### config.mk
export PLATFORM = sky130hd
export DESIGN_NAME = spi_position_command_port
export DESIGN_NICKNAME = d
export VERILOG_FILES = /design/src/spi_position_command_port.v
export VERILOG_INCLUDE_DIRS = /design/src
export SDC_FILE = /design/constraint.sdc
export NUM_CORES = 1
export LEC_CHECK = 0
export BUFFER_PORTS_ARGS = -buffer_cell sky130_fd_sc_hd__buf_2
export CAP_MARGIN = 20
export CORE_UTILIZATION = 35
export DETAILED_ROUTE_END_ITERATION = 7
export GPL_TIMING_DRIVEN = 0
export PLACE_DENSITY_LB_ADDON = 0.2
export SKIP_CTS_REPAIR_TIMING = 1
export SLEW_MARGIN = 20
export SYNTH_ARGS = -nofsm -noshare
export SYNTH_HDL_FRONTEND = slang
export SYNTH_SLANG_ARGS = --single-unit
### constraint.sdc
create_clock -name sys_clk -period 4.07 [get_ports sys_clk]
set_clock_uncertainty 0.2 [all_clocks]
set_input_delay 0.2035 -clock sys_clk [delete_from_list [all_inputs] [get_ports sys_clk]]
set_output_delay 0.2035 -clock sys_clk [all_outputs]
set_load 0.02 [all_outputs]
### src/spi_position_command_port_defines.vh
// constants for the spi position command port
// assumes a 20 MHz system clock and an spi link in mode 0
`ifndef SPI_POSITION_COMMAND_PORT_DEFINES_VH
`define SPI_POSITION_COMMAND_PORT_DEFINES_VH
`define FRAME_BITS        6'd32
`define BIT_CNT_W         6
`define START_BIT         31
`define RM_HI             30
`define RM_LO             29
`define WM_HI             28
`define WM_LO             27
`define RSV_HI            26
`define RSV_LO            24
`define WM_NULL           2'h0
`define WM_COUNTER        2'h1
`define WM_ATOMIC         2'h2
`define WM_REGISTER       2'h3
`define RM_POSITION       2'h0
`define RM_CAPTURE        2'h1
`define RM_ADC            2'h2
`define RM_REGVAL         2'h3
`define CNT_HI            14
`define CNT_LO            1
`define ADDR_HI           23
`define ADDR_LO           8
`define DATA_HI           7
`define DATA_LO           0
`define ROLL_BIT          11
`define CLK_PERIOD_NS     50
`define SLOW_REFRESH_NS   320
`define FAST_REFRESH_NS   20
`define SLOW_REFRESH_CYC  ((`SLOW_REFRESH_NS) / (`CLK_PERIOD_NS))
`define REFRESH_W         3
`endif

### src/spi_position_command_port.v
// spi slave command port of a sin/cos interpolator
// assumes sclk, mosi and slave select come from the host master asynchronously;
// position, capture, adc and fault values come from the interpolator on sys_clk
`timescale 1ns/100ps
`include "spi_position_command_port_defines.vh"
module spi_position_command_port (
    input  wire        sys_clk,
    input  wire        rst_n,
    input  wire        sclk,
    input  wire        mosi,
    input  wire        slave_select_n,
    output reg         miso,
    output reg         miso_oe,
    input  wire [9:0]  angle_in,
    input  wire        quad_outputs_enabled,
    input  wire        counter_step,
    input  wire        counter_dir_down,
    input  wire        capture_pulse,
    input  wire [13:0] capture_counter_in,
    input  wire [9:0]  capture_angle_in,
    input  wire [9:0]  sine_sample,
    input  wire [9:0]  cosine_sample,
    input  wire [7:0]  index_sample,
    input  wire [7:0]  fatal_fault_reg,
    input  wire        irq_request_in,
    input  wire        capture_irq_enable,
    input  wire        rollover_irq_enable,
    input  wire        restart_cmd,
    input  wire [7:0]  reg_read_data,
    output reg  [15:0] reg_addr,
    output reg  [7:0]  reg_wdata,
    output reg         reg_write,
    output reg         cycle_sync_bit,
    output reg         interpolation_enable,
    output reg         interrupt_request_n
);

////////////////////////////////////////////////////////////////////////////////
// pin synchronisers; stage one feeds stage two only
reg [1:0] sclk_s, mosi_s, ss_s;
reg       sclk_d, ss_d;
always @(posedge sys_clk or negedge rst_n) begin
    if (!rst_n) begin
        sclk_s <= 2'h0;
        mosi_s <= 2'h0;
        ss_s   <= 2'h3;
        sclk_d <= 1'b0;
        ss_d   <= 1'b1;
    end else begin
        sclk_s <= {sclk_s[0], sclk};
        mosi_s <= {mosi_s[0], mosi};
        ss_s   <= {ss_s[0], slave_select_n};
        sclk_d <= sclk_s[1];
        ss_d   <= ss_s[1];
    end
end
wire sclk_rise = sclk_s[1] & ~sclk_d;
wire sclk_fall = ~sclk_s[1] & sclk_d;
wire ss_fall   = ~ss_s[1] & ss_d;
wire ss_rise   = ss_s[1] & ~ss_d;
wire active    = ~ss_s[1];

////////////////////////////////////////////////////////////////////////////////
// refresh of the reported angle only
// the integer quotient is kept at 32 bits and cut to the counter width on purpose
wire [31:0]           slow_cyc_full = `SLOW_REFRESH_CYC;
wire [`REFRESH_W-1:0] slow_cnt_max  = slow_cyc_full[`REFRESH_W-1:0];
reg  [`REFRESH_W-1:0] refresh_cnt;
// at 20 MHz the fast 20 ns rate is faster than the clock, so every edge refreshes
wire refresh_now = ~quad_outputs_enabled | (refresh_cnt == slow_cnt_max - 1'b1);
always @(posedge sys_clk or negedge rst_n) begin
    if (!rst_n)
        refresh_cnt <= {`REFRESH_W{1'b0}};
    else if (refresh_now)
        refresh_cnt <= {`REFRESH_W{1'b0}};
    else
        refresh_cnt <= refresh_cnt + 1'b1;
end

////////////////////////////////////////////////////////////////////////////////
// frame shifter
reg [`BIT_CNT_W-1:0] bit_cnt;
reg [31:0]           rx_shift;
reg [31:0]           tx_shift;
reg                  frame_done;
always @(posedge sys_clk or negedge rst_n) begin
    if (!rst_n) begin
        bit_cnt    <= {`BIT_CNT_W{1'b0}};
        rx_shift   <= 32'h0;
        frame_done <= 1'b0;
    end else if (ss_fall) begin
        bit_cnt    <= {`BIT_CNT_W{1'b0}};
        frame_done <= 1'b0;
    end else if (active && sclk_rise && !frame_done) begin
        rx_shift <= {rx_shift[30:0], mosi_s[1]};
        bit_cnt  <= bit_cnt + 1'b1;
        if (bit_cnt == `FRAME_BITS - 1'b1)
            frame_done <= 1'b1;
    end
end

// a command is valid only when all 32 bits arrived and the start bit is set
wire cmd_valid = ss_rise & frame_done & rx_shift[`START_BIT] &
                 (rx_shift[`RSV_HI:`RSV_LO] == 3'h0);
wire [1:0] cmd_wm = rx_shift[`WM_HI:`WM_LO];
wire [1:0] cmd_rm = rx_shift[`RM_HI:`RM_LO];

////////////////////////////////////////////////////////////////////////////////
// cycle counter, status flags and command execution
reg [13:0] cycle_counter;
reg [9:0]  angle;
reg [13:0] pending_count;
reg        pending_sync;
reg        pending_load;
reg [1:0]  last_rm;
reg        rollover_event_flag, rollover_lost_flag;
reg        capture_event_flag, capture_lost_flag;
reg [13:0] cap_counter;
reg [9:0]  cap_angle;
wire       fatal_fault_flag = |fatal_fault_reg;
wire [13:0] count_next = counter_dir_down ? cycle_counter - 1'b1 : cycle_counter + 1'b1;
wire [7:0]  status_byte = {2'h0, fatal_fault_flag, ~interrupt_request_n,
                           capture_lost_flag, capture_event_flag,
                           rollover_lost_flag, rollover_event_flag};
// a crossing up goes to a multiple, a crossing down leaves one
wire roll_cross = counter_step &&
    (counter_dir_down ? (cycle_counter[`ROLL_BIT:0] == 12'h000)
                      : (count_next[`ROLL_BIT:0] == 12'h000));
wire read_pos = ss_fall & (last_rm == `RM_POSITION);
wire read_cap = ss_fall & (last_rm == `RM_CAPTURE);

always @(posedge sys_clk or negedge rst_n) begin
    if (!rst_n) begin
        cycle_counter        <= 14'h0;
        angle                <= 10'h0;
        pending_count        <= 14'h0;
        pending_sync         <= 1'b0;
        pending_load         <= 1'b0;
        last_rm              <= `RM_POSITION;
        rollover_event_flag  <= 1'b0;
        rollover_lost_flag   <= 1'b0;
        capture_event_flag   <= 1'b0;
        capture_lost_flag    <= 1'b0;
        cap_counter          <= 14'h0;
        cap_angle            <= 10'h0;
        reg_addr             <= 16'h0;
        reg_wdata            <= 8'h0;
        reg_write            <= 1'b0;
        cycle_sync_bit       <= 1'b0;
        interpolation_enable <= 1'b1;
    end else begin
        reg_write <= 1'b0;
        if (fatal_fault_flag)
            interpolation_enable <= 1'b0;
        else if (restart_cmd)
            interpolation_enable <= 1'b1;
        if (refresh_now)
            angle <= angle_in;
        if (counter_step && interpolation_enable)
            cycle_counter <= count_next;
        // reading clears, but an event in the same cycle wins
        if (read_pos) begin
            rollover_event_flag <= 1'b0;
            rollover_lost_flag  <= 1'b0;
        end
        if (roll_cross && interpolation_enable) begin
            rollover_event_flag <= 1'b1;
            if (rollover_event_flag && !read_pos)
                rollover_lost_flag <= 1'b1;
        end
        if (read_cap) begin
            capture_event_flag <= 1'b0;
            capture_lost_flag  <= 1'b0;
        end
        if (capture_pulse) begin
            capture_event_flag <= 1'b1;
            cap_counter        <= capture_counter_in;
            cap_angle          <= capture_angle_in;
            if (capture_event_flag && !read_cap)
                capture_lost_flag <= 1'b1;
        end
        if (ss_fall && pending_load) begin
            cycle_counter  <= pending_count;
            cycle_sync_bit <= pending_sync;
            pending_load   <= 1'b0;
        end
        if (cmd_valid) begin
            last_rm <= cmd_rm;
            case (cmd_wm)
                `WM_NULL: begin
                end
                `WM_COUNTER: begin
                    cycle_counter  <= rx_shift[`CNT_HI:`CNT_LO];
                    cycle_sync_bit <= rx_shift[0];
                end
                `WM_ATOMIC: begin
                    pending_count <= rx_shift[`CNT_HI:`CNT_LO];
                    pending_sync  <= rx_shift[0];
                    pending_load  <= 1'b1;
                end
                `WM_REGISTER: begin
                    reg_addr  <= rx_shift[`ADDR_HI:`ADDR_LO];
                    reg_wdata <= rx_shift[`DATA_HI:`DATA_LO];
                    reg_write <= 1'b1;
                end
                default: begin
                end
            endcase
            if (cmd_rm == `RM_REGVAL && cmd_wm != `WM_REGISTER)
                reg_addr <= rx_shift[`ADDR_HI:`ADDR_LO];
        end
    end
end

////////////////////////////////////////////////////////////////////////////////
// response snapshot and shift out
reg [31:0] response;
always @* begin
    case (last_rm)
        `RM_POSITION: response = {status_byte, cycle_counter, angle};
        `RM_CAPTURE:  response = {status_byte, cap_counter, cap_angle};
        `RM_ADC:      response = {4'h0, sine_sample, cosine_sample, index_sample};
        `RM_REGVAL:   response = {reg_read_data, cycle_counter, angle};
        default:      response = 32'h0;
    endcase
end

always @(posedge sys_clk or negedge rst_n) begin
    if (!rst_n) begin
        tx_shift            <= 32'h0;
        miso                <= 1'b0;
        miso_oe             <= 1'b0;
        interrupt_request_n <= 1'b1;
    end else begin
        interrupt_request_n <= ~(irq_request_in | fatal_fault_flag |
                                 (capture_irq_enable & capture_event_flag) |
                                 (rollover_irq_enable & rollover_event_flag));
        miso_oe <= active;
        if (ss_fall) begin
            // the previous command's data leave in this frame
            tx_shift <= {response[30:0], 1'b0};
            miso     <= response[31];
        end else if (active && sclk_fall && !frame_done) begin
            miso     <= tx_shift[31];
            tx_shift <= {tx_shift[30:0], 1'b0};
        end
    end
end

endmodule

# Word-level counts from Yosys, hierarchy flattened
# Cells that the tools add are included.
# word_totals
regBits	182
inputBits	91
out_inout_bits	30
elab_cells	137
# classes
n_addsub	4
n_eq_ne	10
muxes	39
bitwise_logic	23
n_reduce_logical	31
# op_table
op	count
32-bit case mux with 4 select lines	1
14-bit 2-to-1 mux	5
32-bit 2-to-1 mux	2
16-bit 2-to-1 mux	2
1-bit 2-to-1 mux	26
12-bit logical NOT	2
14-bit by 1-bit adder with 14-bit output (second input constant)	1
2-bit nonzero test	7
14-bit by 1-bit subtractor with 14-bit output (second input constant)	1
6-bit 2-to-1 mux	2
1-bit AND	11
1-bit logical AND	11
2-bit equality test (second input constant)	5
2-bit AND reduction	5
1-bit NOT	8
8-bit OR reduction	1
6-bit by 1-bit adder with 6-bit output (second input constant)	1
6-bit by 5-bit equality test with 1-bit output (second input constant)	1
2-bit by 1-bit equality test with 1-bit output (second input constant)	2
1-bit bitwise OR	4
3-bit by 1-bit adder with 3-bit output (second input constant)	1
3-bit equality test (second input constant)	1
1-bit logical NOT	3
3-bit logical NOT	1
other kinds (3)	3

# Logic depth before layout (Yosys ltp)
# Gate-level depths: netlist of the first run.
# depth
depth_word	7
mapped_depth	9
depth_no_buf	8

# Least setup slack after synthesis of the first run
# Ideal clock, no wire load.
# synth_timing
path_type	register -> register
start	register cycle_counter[0]
end	register rollover_event_flag
setup_time_ns	0.095
arrival_time_ns	2.570
required_ns	3.775
path_slack_ns	1.205
path_stages_with_launch	9
path_buffers	0
period_less_slack_ns	2.865
path_cell_list	dfrtp_1 > fa_1 > a211oi_1 > o21bai_1 > o21ai_0 > nor3b_1 > a211o_1 > or4_1 > o31ai_1
# synth_between
elab_chain_len	7
elab_cells_between_ends	10
classes_between	2 x add/sub; 3 x mux; 5 x reduce/logical
# synth_lines
item	line	source
start, declared	spi_position_command_port.v:110	reg [13:0] cycle_counter;
start signal, assigned	spi_position_command_port.v:160	cycle_counter <= count_next;
start signal, assigned	spi_position_command_port.v:183	cycle_counter <= pending_count;
start signal, assigned	spi_position_command_port.v:193	cycle_counter <= rx_shift[`CNT_HI:`CNT_LO];
14-bit by 1-bit adder with 14-bit output / 14-bit by 1-bit subtractor with 14-bit output (equally long branches)	spi_position_command_port.v:121	wire [13:0] count_next = counter_dir_down ? cycle_counter - 1'b1 : cycle_counter + 1'b1;
14-bit 2-to-1 mux	spi_position_command_port.v:121	
12-bit logical NOT	spi_position_command_port.v:128	: (count_next[`ROLL_BIT:0] == 12'h000));
1-bit 2-to-1 mux *	spi_position_command_port.v:127	(counter_dir_down ? (cycle_counter[`ROLL_BIT:0] == 12'h000)
1-bit logical AND *	spi_position_command_port.v:126	wire roll_cross = counter_step &&
1-bit logical AND *	spi_position_command_port.v:166	if (roll_cross && interpolation_enable) begin
1-bit 2-to-1 mux / 2-bit nonzero test (equally long branches)	-	
end signal, assigned	spi_position_command_port.v:140	rollover_event_flag <= 1'b0;
end signal, assigned	spi_position_command_port.v:163	rollover_event_flag <= 1'b0;
end signal, assigned	spi_position_command_port.v:167	rollover_event_flag <= 1'b1;
end, declared	spi_position_command_port.v:116	reg rollover_event_flag, rollover_lost_flag;
# Every way passes the cells marked *; elsewhere a longest branch is shown, timed or not.
# A chain may end at the register's enable or synchronous reset.

# Worst setup path after layout of the first run
# layout_timing
start	register cycle_counter[0]
end	register rollover_lost_flag
# layout_between
elab_chain_len	7
elab_cells_between_ends	9
classes_between	2 x add/sub; 3 x mux; 4 x reduce/logical
# layout_lines
item	line	source
14-bit by 1-bit adder with 14-bit output / 14-bit by 1-bit subtractor with 14-bit output (equally long branches)	spi_position_command_port.v:121	
14-bit 2-to-1 mux	spi_position_command_port.v:121	
12-bit logical NOT	spi_position_command_port.v:128	
1-bit 2-to-1 mux *	spi_position_command_port.v:127	
1-bit logical AND *	spi_position_command_port.v:126	
1-bit logical AND *	spi_position_command_port.v:166	
1-bit 2-to-1 mux *	spi_position_command_port.v:166	
end signal, assigned	spi_position_command_port.v:141	rollover_lost_flag <= 1'b0;
end signal, assigned	spi_position_command_port.v:164	rollover_lost_flag <= 1'b0;
end signal, assigned	spi_position_command_port.v:169	rollover_lost_flag <= 1'b1;
end, declared	spi_position_command_port.v:116	
# Marked as above.

==> results of run 1 <==
[metal layers]
layer  routed length, um  vias to the layer above  track usage [%]
li1                    -                     3401                -
met1               11200                     3367             25.5
met2               10400                      178             28.4
met3                1020                       27             3.56
met4                 373                        0             5.02
met5                   0                        -                0
[final cells by class]
cell class                 instances  area (um^2)  share of cell area [%]
clock buffer                      17          425                    3.91
buffer                            52          199                    1.83
tap                              324          405                    3.73
inverter                           7         26.3                   0.242
antenna                            1         2.50                  0.0230
clock inverter                    15          154                    1.41
multi-input combinational        607         3990                    36.6
sequential                       181         4540                    41.7
timing repair buffer             171         1140                    10.5
[metrics by stage]
stage	instance area (um^2)	TNS (ns)	hold slack (ns)	std cells	worst slack, ns
2_1_floorplan	8750	0	-0.292	847	1.20
3_3_place_gp	9750	-95.93	0.112	1290	-0.574
3_5_place_dp	9780	0	0.0828	1291	0.797
4_1_cts	10400	0	-0.392	1323	0.763
5_1_grt	10900	0	0.00370	1375	0.576
6_report	10900	0	-0.0264	1375	0.724
[worst max-delay path, stage by stage (launching register included)]
cell and delay [ns]:
dfrtp_1 0.54, fa_1 0.53, a211oi_1 0.32, o21bai_1 0.16
o21ai_0 0.25, nor3b_1 0.10, a211o_1 0.28, or4_1 0.60
o31ai_1 0.26
[kinds of logic (layout without fill, tap and decap cells)]
family                   count (synthesis)  after routing  share of synthesized area (%)
other                                    0              1                              0
flip-flops                             181            181                           51.9
adder cells (fa/ha/maj)                 17             17                           2.52
multiplexers                           106            106                           13.4
buffers and inverters                   59            262                           2.57
XOR/XNOR                                15             15                           1.50
AO/OA/AOI/OAI                          194            194                           14.1
AND/OR/NAND/NOR                        275            275                           14.0
[sequential cells by signal (all words and copies together) (netlist names), 2 cells and up]
register       count
angle             10
sclk_s             2
cycle_counter     14
bit_cnt            6
reg_addr          16
cap_angle         10
refresh_cnt        3
reg_wdata          8
rx_shift          32
mosi_s             2
last_rm            2
ss_s               2
tx_shift          31
cap_counter       14
pending_count     14
[worst min path at each step]
stage,cells after the start,end,slack (ns),startpoint
floorplan,0,angle[0],-0.29,rst_n
global placement,1,mosi_s[0],0.11,mosi
detailed placement,1,cap_counter[4],0.08,rst_n
CTS,1,pending_count[3],-0.39,rst_n
global route,3,tx_shift[19],0.004,sine_sample[0]
finish,3,tx_shift[16],-0.03,cosine_sample[7]
[power groups by stage]
stage	clock [mW]	sequential (mW)	combinational, mW
after floorplan	0	2.02	0.274
after global placement	0	2.05	0.421
after detailed placement	0	2.05	0.429
after CTS	1.70	2.02	0.432
after global routing	1.77	2.04	0.527
final	1.65	2.02	0.464
[cell usage in the layout (no fill, tap or decap), types with 5 or more instances in the layout]
master	instances
nor3b_1	7
nor2b_1	13
a221o_1	9
dfrtp_1	176
xnor2_1	10
inv_1	6
mux2i_1	15
o21ai_0	38
a21oi_1	63
dfstp_2	5
clkbuf_1	43
mux2_2	91
a211oi_1	19
buf_1	6
o21bai_1	5
nor2_1	53
xor2_1	5
inv_8	5
nand3_1	8
nand2_1	158
dlygate4sd3_1	51
o221ai_1	9
buf_2	121
nand4_1	6
a31oi_1	22
clkbuf_16	17
a22o_1	7
ha_1	16
==> impl_metrics.env, run 1 <==
export IMPL_status="finished, violations left"
export IMPL_violations="hold timing"
export IMPL_p_clk_share_pct=39.9
export IMPL_clkSlewWorstSetupHoldPaths_ns=0.08
export IMPL_fp_dieW_um=160
export IMPL_ant_nets=0
export IMPL_switching_share_pct=28.2
export IMPL_place_congestion=0.870
export IMPL_dp_hpwl_mm=15.9
export IMPL_start_util_pct=35.9
export IMPL_pwr_share_comb_pct=11.2
export IMPL_reg2reg_slack_ns=0.72
export IMPL_synth_cell_types=57
export IMPL_io_pins=121
export IMPL_core_mm2=0.0244
export IMPL_drive_above_1_share_pct=24.4
export IMPL_via_per_inst=5.07
export IMPL_antenna_found_initial=1
export IMPL_drtPass1Iterations=5
export IMPL_fin_nets=1145
export IMPL_ys_top_cells_by_area="dfrtp_1 50%, mux2_2 12%, nand2_1 6.8%"
export IMPL_arrival_ns=3.48
export IMPL_drc_errors=0
export IMPL_cts_root_buf="clkbuf_16"
export IMPL_critical_path_startpoint_type="register"
export IMPL_leakagePower_nw=4.98
export IMPL_routedWlPerCell_um=16.7
export IMPL_synthesis_nets=955
export IMPL_synth_edff_count=0
export IMPL_htreeDepth=4
export IMPL_netlist_instances=847
export IMPL_drtIter0Drc=376
export IMPL_whs_ns=-0.0264
export IMPL_p_total_mw=4.13
export IMPL_crit_end="rollover_lost_flag"
export IMPL_slew_headroom_pct=33.9
export IMPL_synthFlopType="dfrtp_1"
export IMPL_clock_latency_ns=0.43
export IMPL_clockBufferDepth=2
export IMPL_cts_num_sinks=181
export IMPL_io_buffer_count=119
export IMPL_seqPwrFrac_pct=48.8
export IMPL_yosysSeqAreaShare_pct=51.9
export IMPL_required_ns=4.20
export IMPL_r2r_start="cycle_counter[0]"
export IMPL_dieArea_mm2=0.0256
export IMPL_fin_crit_sh_pct=82.2
export IMPL_synth_top_cell_area_share_pct=50.4
export IMPL_max_cap_violations=0
export IMPL_grtUsageTotal_pct=18.2
export IMPL_yosys_area_top_type="dfrtp_1"
export IMPL_power_density_mw_per_mm2=380
export IMPL_drt_total_wl_mm=22.9
export IMPL_vias=6973
export IMPL_netlist_area_mm2=0.00875
export IMPL_r2r_cells=8
export IMPL_area_growth_pct=24.4
export IMPL_crit_start="cycle_counter[0]"
export IMPL_r2r_end="rollover_lost_flag"
export IMPL_cts_inserted_buffers=17
export IMPL_dieHeight_um=160
export IMPL_crit_type="register to register"
export IMPL_worstPathMaxFanout=7
export IMPL_cp_end_kind="register"
export IMPL_grt_pass1_vias=6705
export IMPL_netlist_top_cells_count="176 x dfrtp_1, 158 x nand2_1, 91 x mux2_2, 63 x a21oi_1, 53 x nor2_1"
export IMPL_final_core_util_pct=44.6
export IMPL_internal_power_mw=2.97
export IMPL_hp_class="input pin to register"
export IMPL_async_flop_share_pct=100
export IMPL_power_switching_mw=1.17
export IMPL_max_freq_mhz=299
export IMPL_ys_warn_count=0
export IMPL_postSynthAreaPerCell_um2=10.3
export IMPL_synth_seq_cells=181
export IMPL_core_rowCount=57
export IMPL_fin_crit_ns=3.35
export IMPL_setup_viol=0
export IMPL_nFillCells=2401
export IMPL_synth_most_common_cell="dfrtp_1"
export IMPL_grt_pass1_wl_mm=36.4
export IMPL_vdd_drop_max_mv=0.286
export IMPL_rsz0062_at_grt="no"
export IMPL_grt_start_max_net_pins=97
export IMPL_worst_pin_slew_ns=0.978
export IMPL_final_max_slew_violation_count=0
export IMPL_cts_tree="yes"
export IMPL_timing_hold_violations_final=4
export IMPL_overflow=0
(Power assumes the default switching activity.)
==> inputs of run 2 (changes only) <==
- clock period: 4.07 -> 2.96 ns (I/O delays scaled with it)
==> run 2 against run 1 <==
Effect of this change: the run still ends with hold timing left; combinational power rose by 45%; utilization rose by 0.97 points; final area rose by 2.2%; clock-buffer cell count did not move; via count rose by 0.87%; critical path depth did not move; global-route usage did not move; power rose by 38%; die area did not move; sequential share of layout area fell by 0.86 points; register-to-register slack got worse by 0.68 ns; worst setup slack got worse by 0.68 ns; critical path type unchanged; critical endpoint is now rollover_event_flag; largest cell class unchanged; largest power group unchanged.
==> impl_metrics.env, run 2 (synthesis results as in run 1) <==
export IMPL_setup_viol=0
export IMPL_place_congestion=0.870
export IMPL_fp_dieW_um=160
export IMPL_drtPass1Iterations=4
export IMPL_core_mm2=0.0244
export IMPL_drt_total_wl_mm=23.3
export IMPL_holdCritStartpoint="sine_sample[4]"
export IMPL_power_density_mw_per_mm2=515
export IMPL_setup_tns_ns=0
export IMPL_core_rowCount=57
export IMPL_timing_hold_violations_final=6
export IMPL_dieHeight_um=160
export IMPL_arrival_ns=3.05
export IMPL_regMostFlops="rx_shift"
export IMPL_worstPathMaxFanout=4
export IMPL_overflow=0
export IMPL_grt_pass1_wl_mm=36.4
export IMPL_grt_pass1_vias=6705
export IMPL_r2r_start="cycle_counter[0]"
export IMPL_layout_commonest_cell="dfrtp_1"
export IMPL_switching_share_pct=28.3
export IMPL_via_per_inst=5.06
export IMPL_clkSlewWorstSetupHoldPaths_ns=0.08
export IMPL_p_clk_share_pct=39.7
export IMPL_hp_class="input pin to register"
export IMPL_cts_inserted_buffers=17
export IMPL_max_cap_violations=0
export IMPL_pwr_share_comb_pct=11.8
export IMPL_cts_root_buf="clkbuf_16"
export IMPL_clock_latency_ns=0.43
export IMPL_antenna_found_initial=1
export IMPL_dp_hpwl_mm=15.9
export IMPL_io_buffer_count=119
export IMPL_layout_common_cells="173 x dfrtp_1, 158 x nand2_1, 121 x buf_2, 91 x mux2_2, 62 x a21oi_1"
export IMPL_status="finished, violations left"
export IMPL_slew_headroom_pct=38.4
export IMPL_fin_nets=1159
export IMPL_path_cells="fa_2 > a211oi_2 > o21bai_1 > o21ai_1 > nor3b_1 > a211o_1 > or4_4 > o31ai_1"
export IMPL_area_growth_pct=27.1
export IMPL_io_pins=121
export IMPL_internal_power_mw=4.11
export IMPL_start_util_pct=35.9
export IMPL_crit_start="cycle_counter[0]"
export IMPL_clockBufferDepth=2
export IMPL_critical_path_startpoint_type="register"
export IMPL_max_stage_delay_ns=0.57
export IMPL_vdd_drop_max_mv=0.393
export IMPL_final_core_util_pct=45.6
export IMPL_grtUsageTotal_pct=18.2
export IMPL_fin_crit_sh_pct=98.3
export IMPL_power_switching_mw=1.62
export IMPL_fin_crit_ns=2.91
export IMPL_p_total_mw=5.73
export IMPL_placed_cells=1291
export IMPL_violations="hold timing"
export IMPL_whs_ns=-0.0697
export IMPL_vias=7034
export IMPL_routedWlPerCell_um=16.8
export IMPL_grt_start_max_net_pins=97
export IMPL_htreeDepth=4
export IMPL_leakagePower_nw=5.07
export IMPL_crit_type="register to register"
export IMPL_drive_above_1_share_pct=26.7
export IMPL_ant_nets=0
export IMPL_drtIter0Drc=378
export IMPL_max_freq_mhz=344
export IMPL_worst_pin_slew_ns=0.912
export IMPL_seqPwrFrac_pct=48.5
export IMPL_required_ns=3.10
export IMPL_drc_errors=0
export IMPL_dieArea_mm2=0.0256
export IMPL_cts_num_sinks=181
export IMPL_slowest_stage="or4_4"
export IMPL_reg_top3="rx_shift x32, tx_shift x31, reg_addr x16"
export IMPL_cp_end_kind="register"
export IMPL_final_max_slew_violation_count=0
export IMPL_cts_tree="yes"
export IMPL_fin_cells=1389
export IMPL_largest_reg_flops=32
-- run 2: changes by cell type in the layout (fill, tap and decap cells not counted), sizes merged --
| cell | delta |
|---|---|
| dlygate4sd3 | +9 |
| buf | +3 |
| clkbuf | +2 |
-- run 2: critical path, delay by kind of cell, from the launching register on --
| kind | cells | cell delay, ns |
|---|---|---|
| AO/OA/AOI/OAI | 5 | 1.10 |
| AND/OR/NAND/NOR | 2 | 0.65 |
| flip-flops | 1 | 0.44 |
| adder cells (fa/ha/maj) | 1 | 0.41 |
-- run 2: layout make-up --
cell class	instances	area, um^2
clock buffers	17	425
flip-flops and latches	181	4540
plain buffers	51	203
multi-input cells	607	4080
diodes	1	2.50
well taps	324	405
repair buffers	186	1280
inverters	7	26.3
clock inverters	15	154
fillers	2382	13300
-- run 2: per-stage QoR --
stage               hold WS (ns)  instance area (um^2)  worst slack (ns)
finish                   -0.0697                 11100            0.0489
global route             0.00183                 11100          -0.00677
CTS                       -0.448                 10400            -0.347
detailed placement        0.0273                  9780            -0.313
global placement          0.0567                  9750             -1.63
floorplan                 -0.348                  8750            0.0946
-- run 2: metal layers --
metal,track usage (%),vias to the layer above,part of all wire (%)
met3,3.56,27,4.1
met4,5.02,0,1.6
met1,25.5,3404,49
met5,0,-,0
met2,28.4,175,46
li1,-,3428,-
-- run 2: worst paths after layout --
kind / cells after the start / slack [ns] / to
max: 8 / 0.05 / rollover_event_flag
min: 3 / -0.07 / tx_shift[23]
min in group asynchronous: 2 / 0.12 / cap_counter[4]
min reg2reg: 0 / 0.15 / mosi_s[1]
max in group asynchronous: 3 / 1.48 / ss_s[0]
max reg2reg: 8 / 0.05 / rollover_event_flag
-- run 2: power by group through the flow --
stage | clock network [mW] | logic, mW | registers, mW
floorplan | 0 | 0.377 | 2.78
global placement | 0 | 0.578 | 2.82
detailed placement | 0 | 0.590 | 2.82
CTS | 2.34 | 0.594 | 2.78
global route | 2.43 | 0.761 | 2.80
finish | 2.27 | 0.674 | 2.78
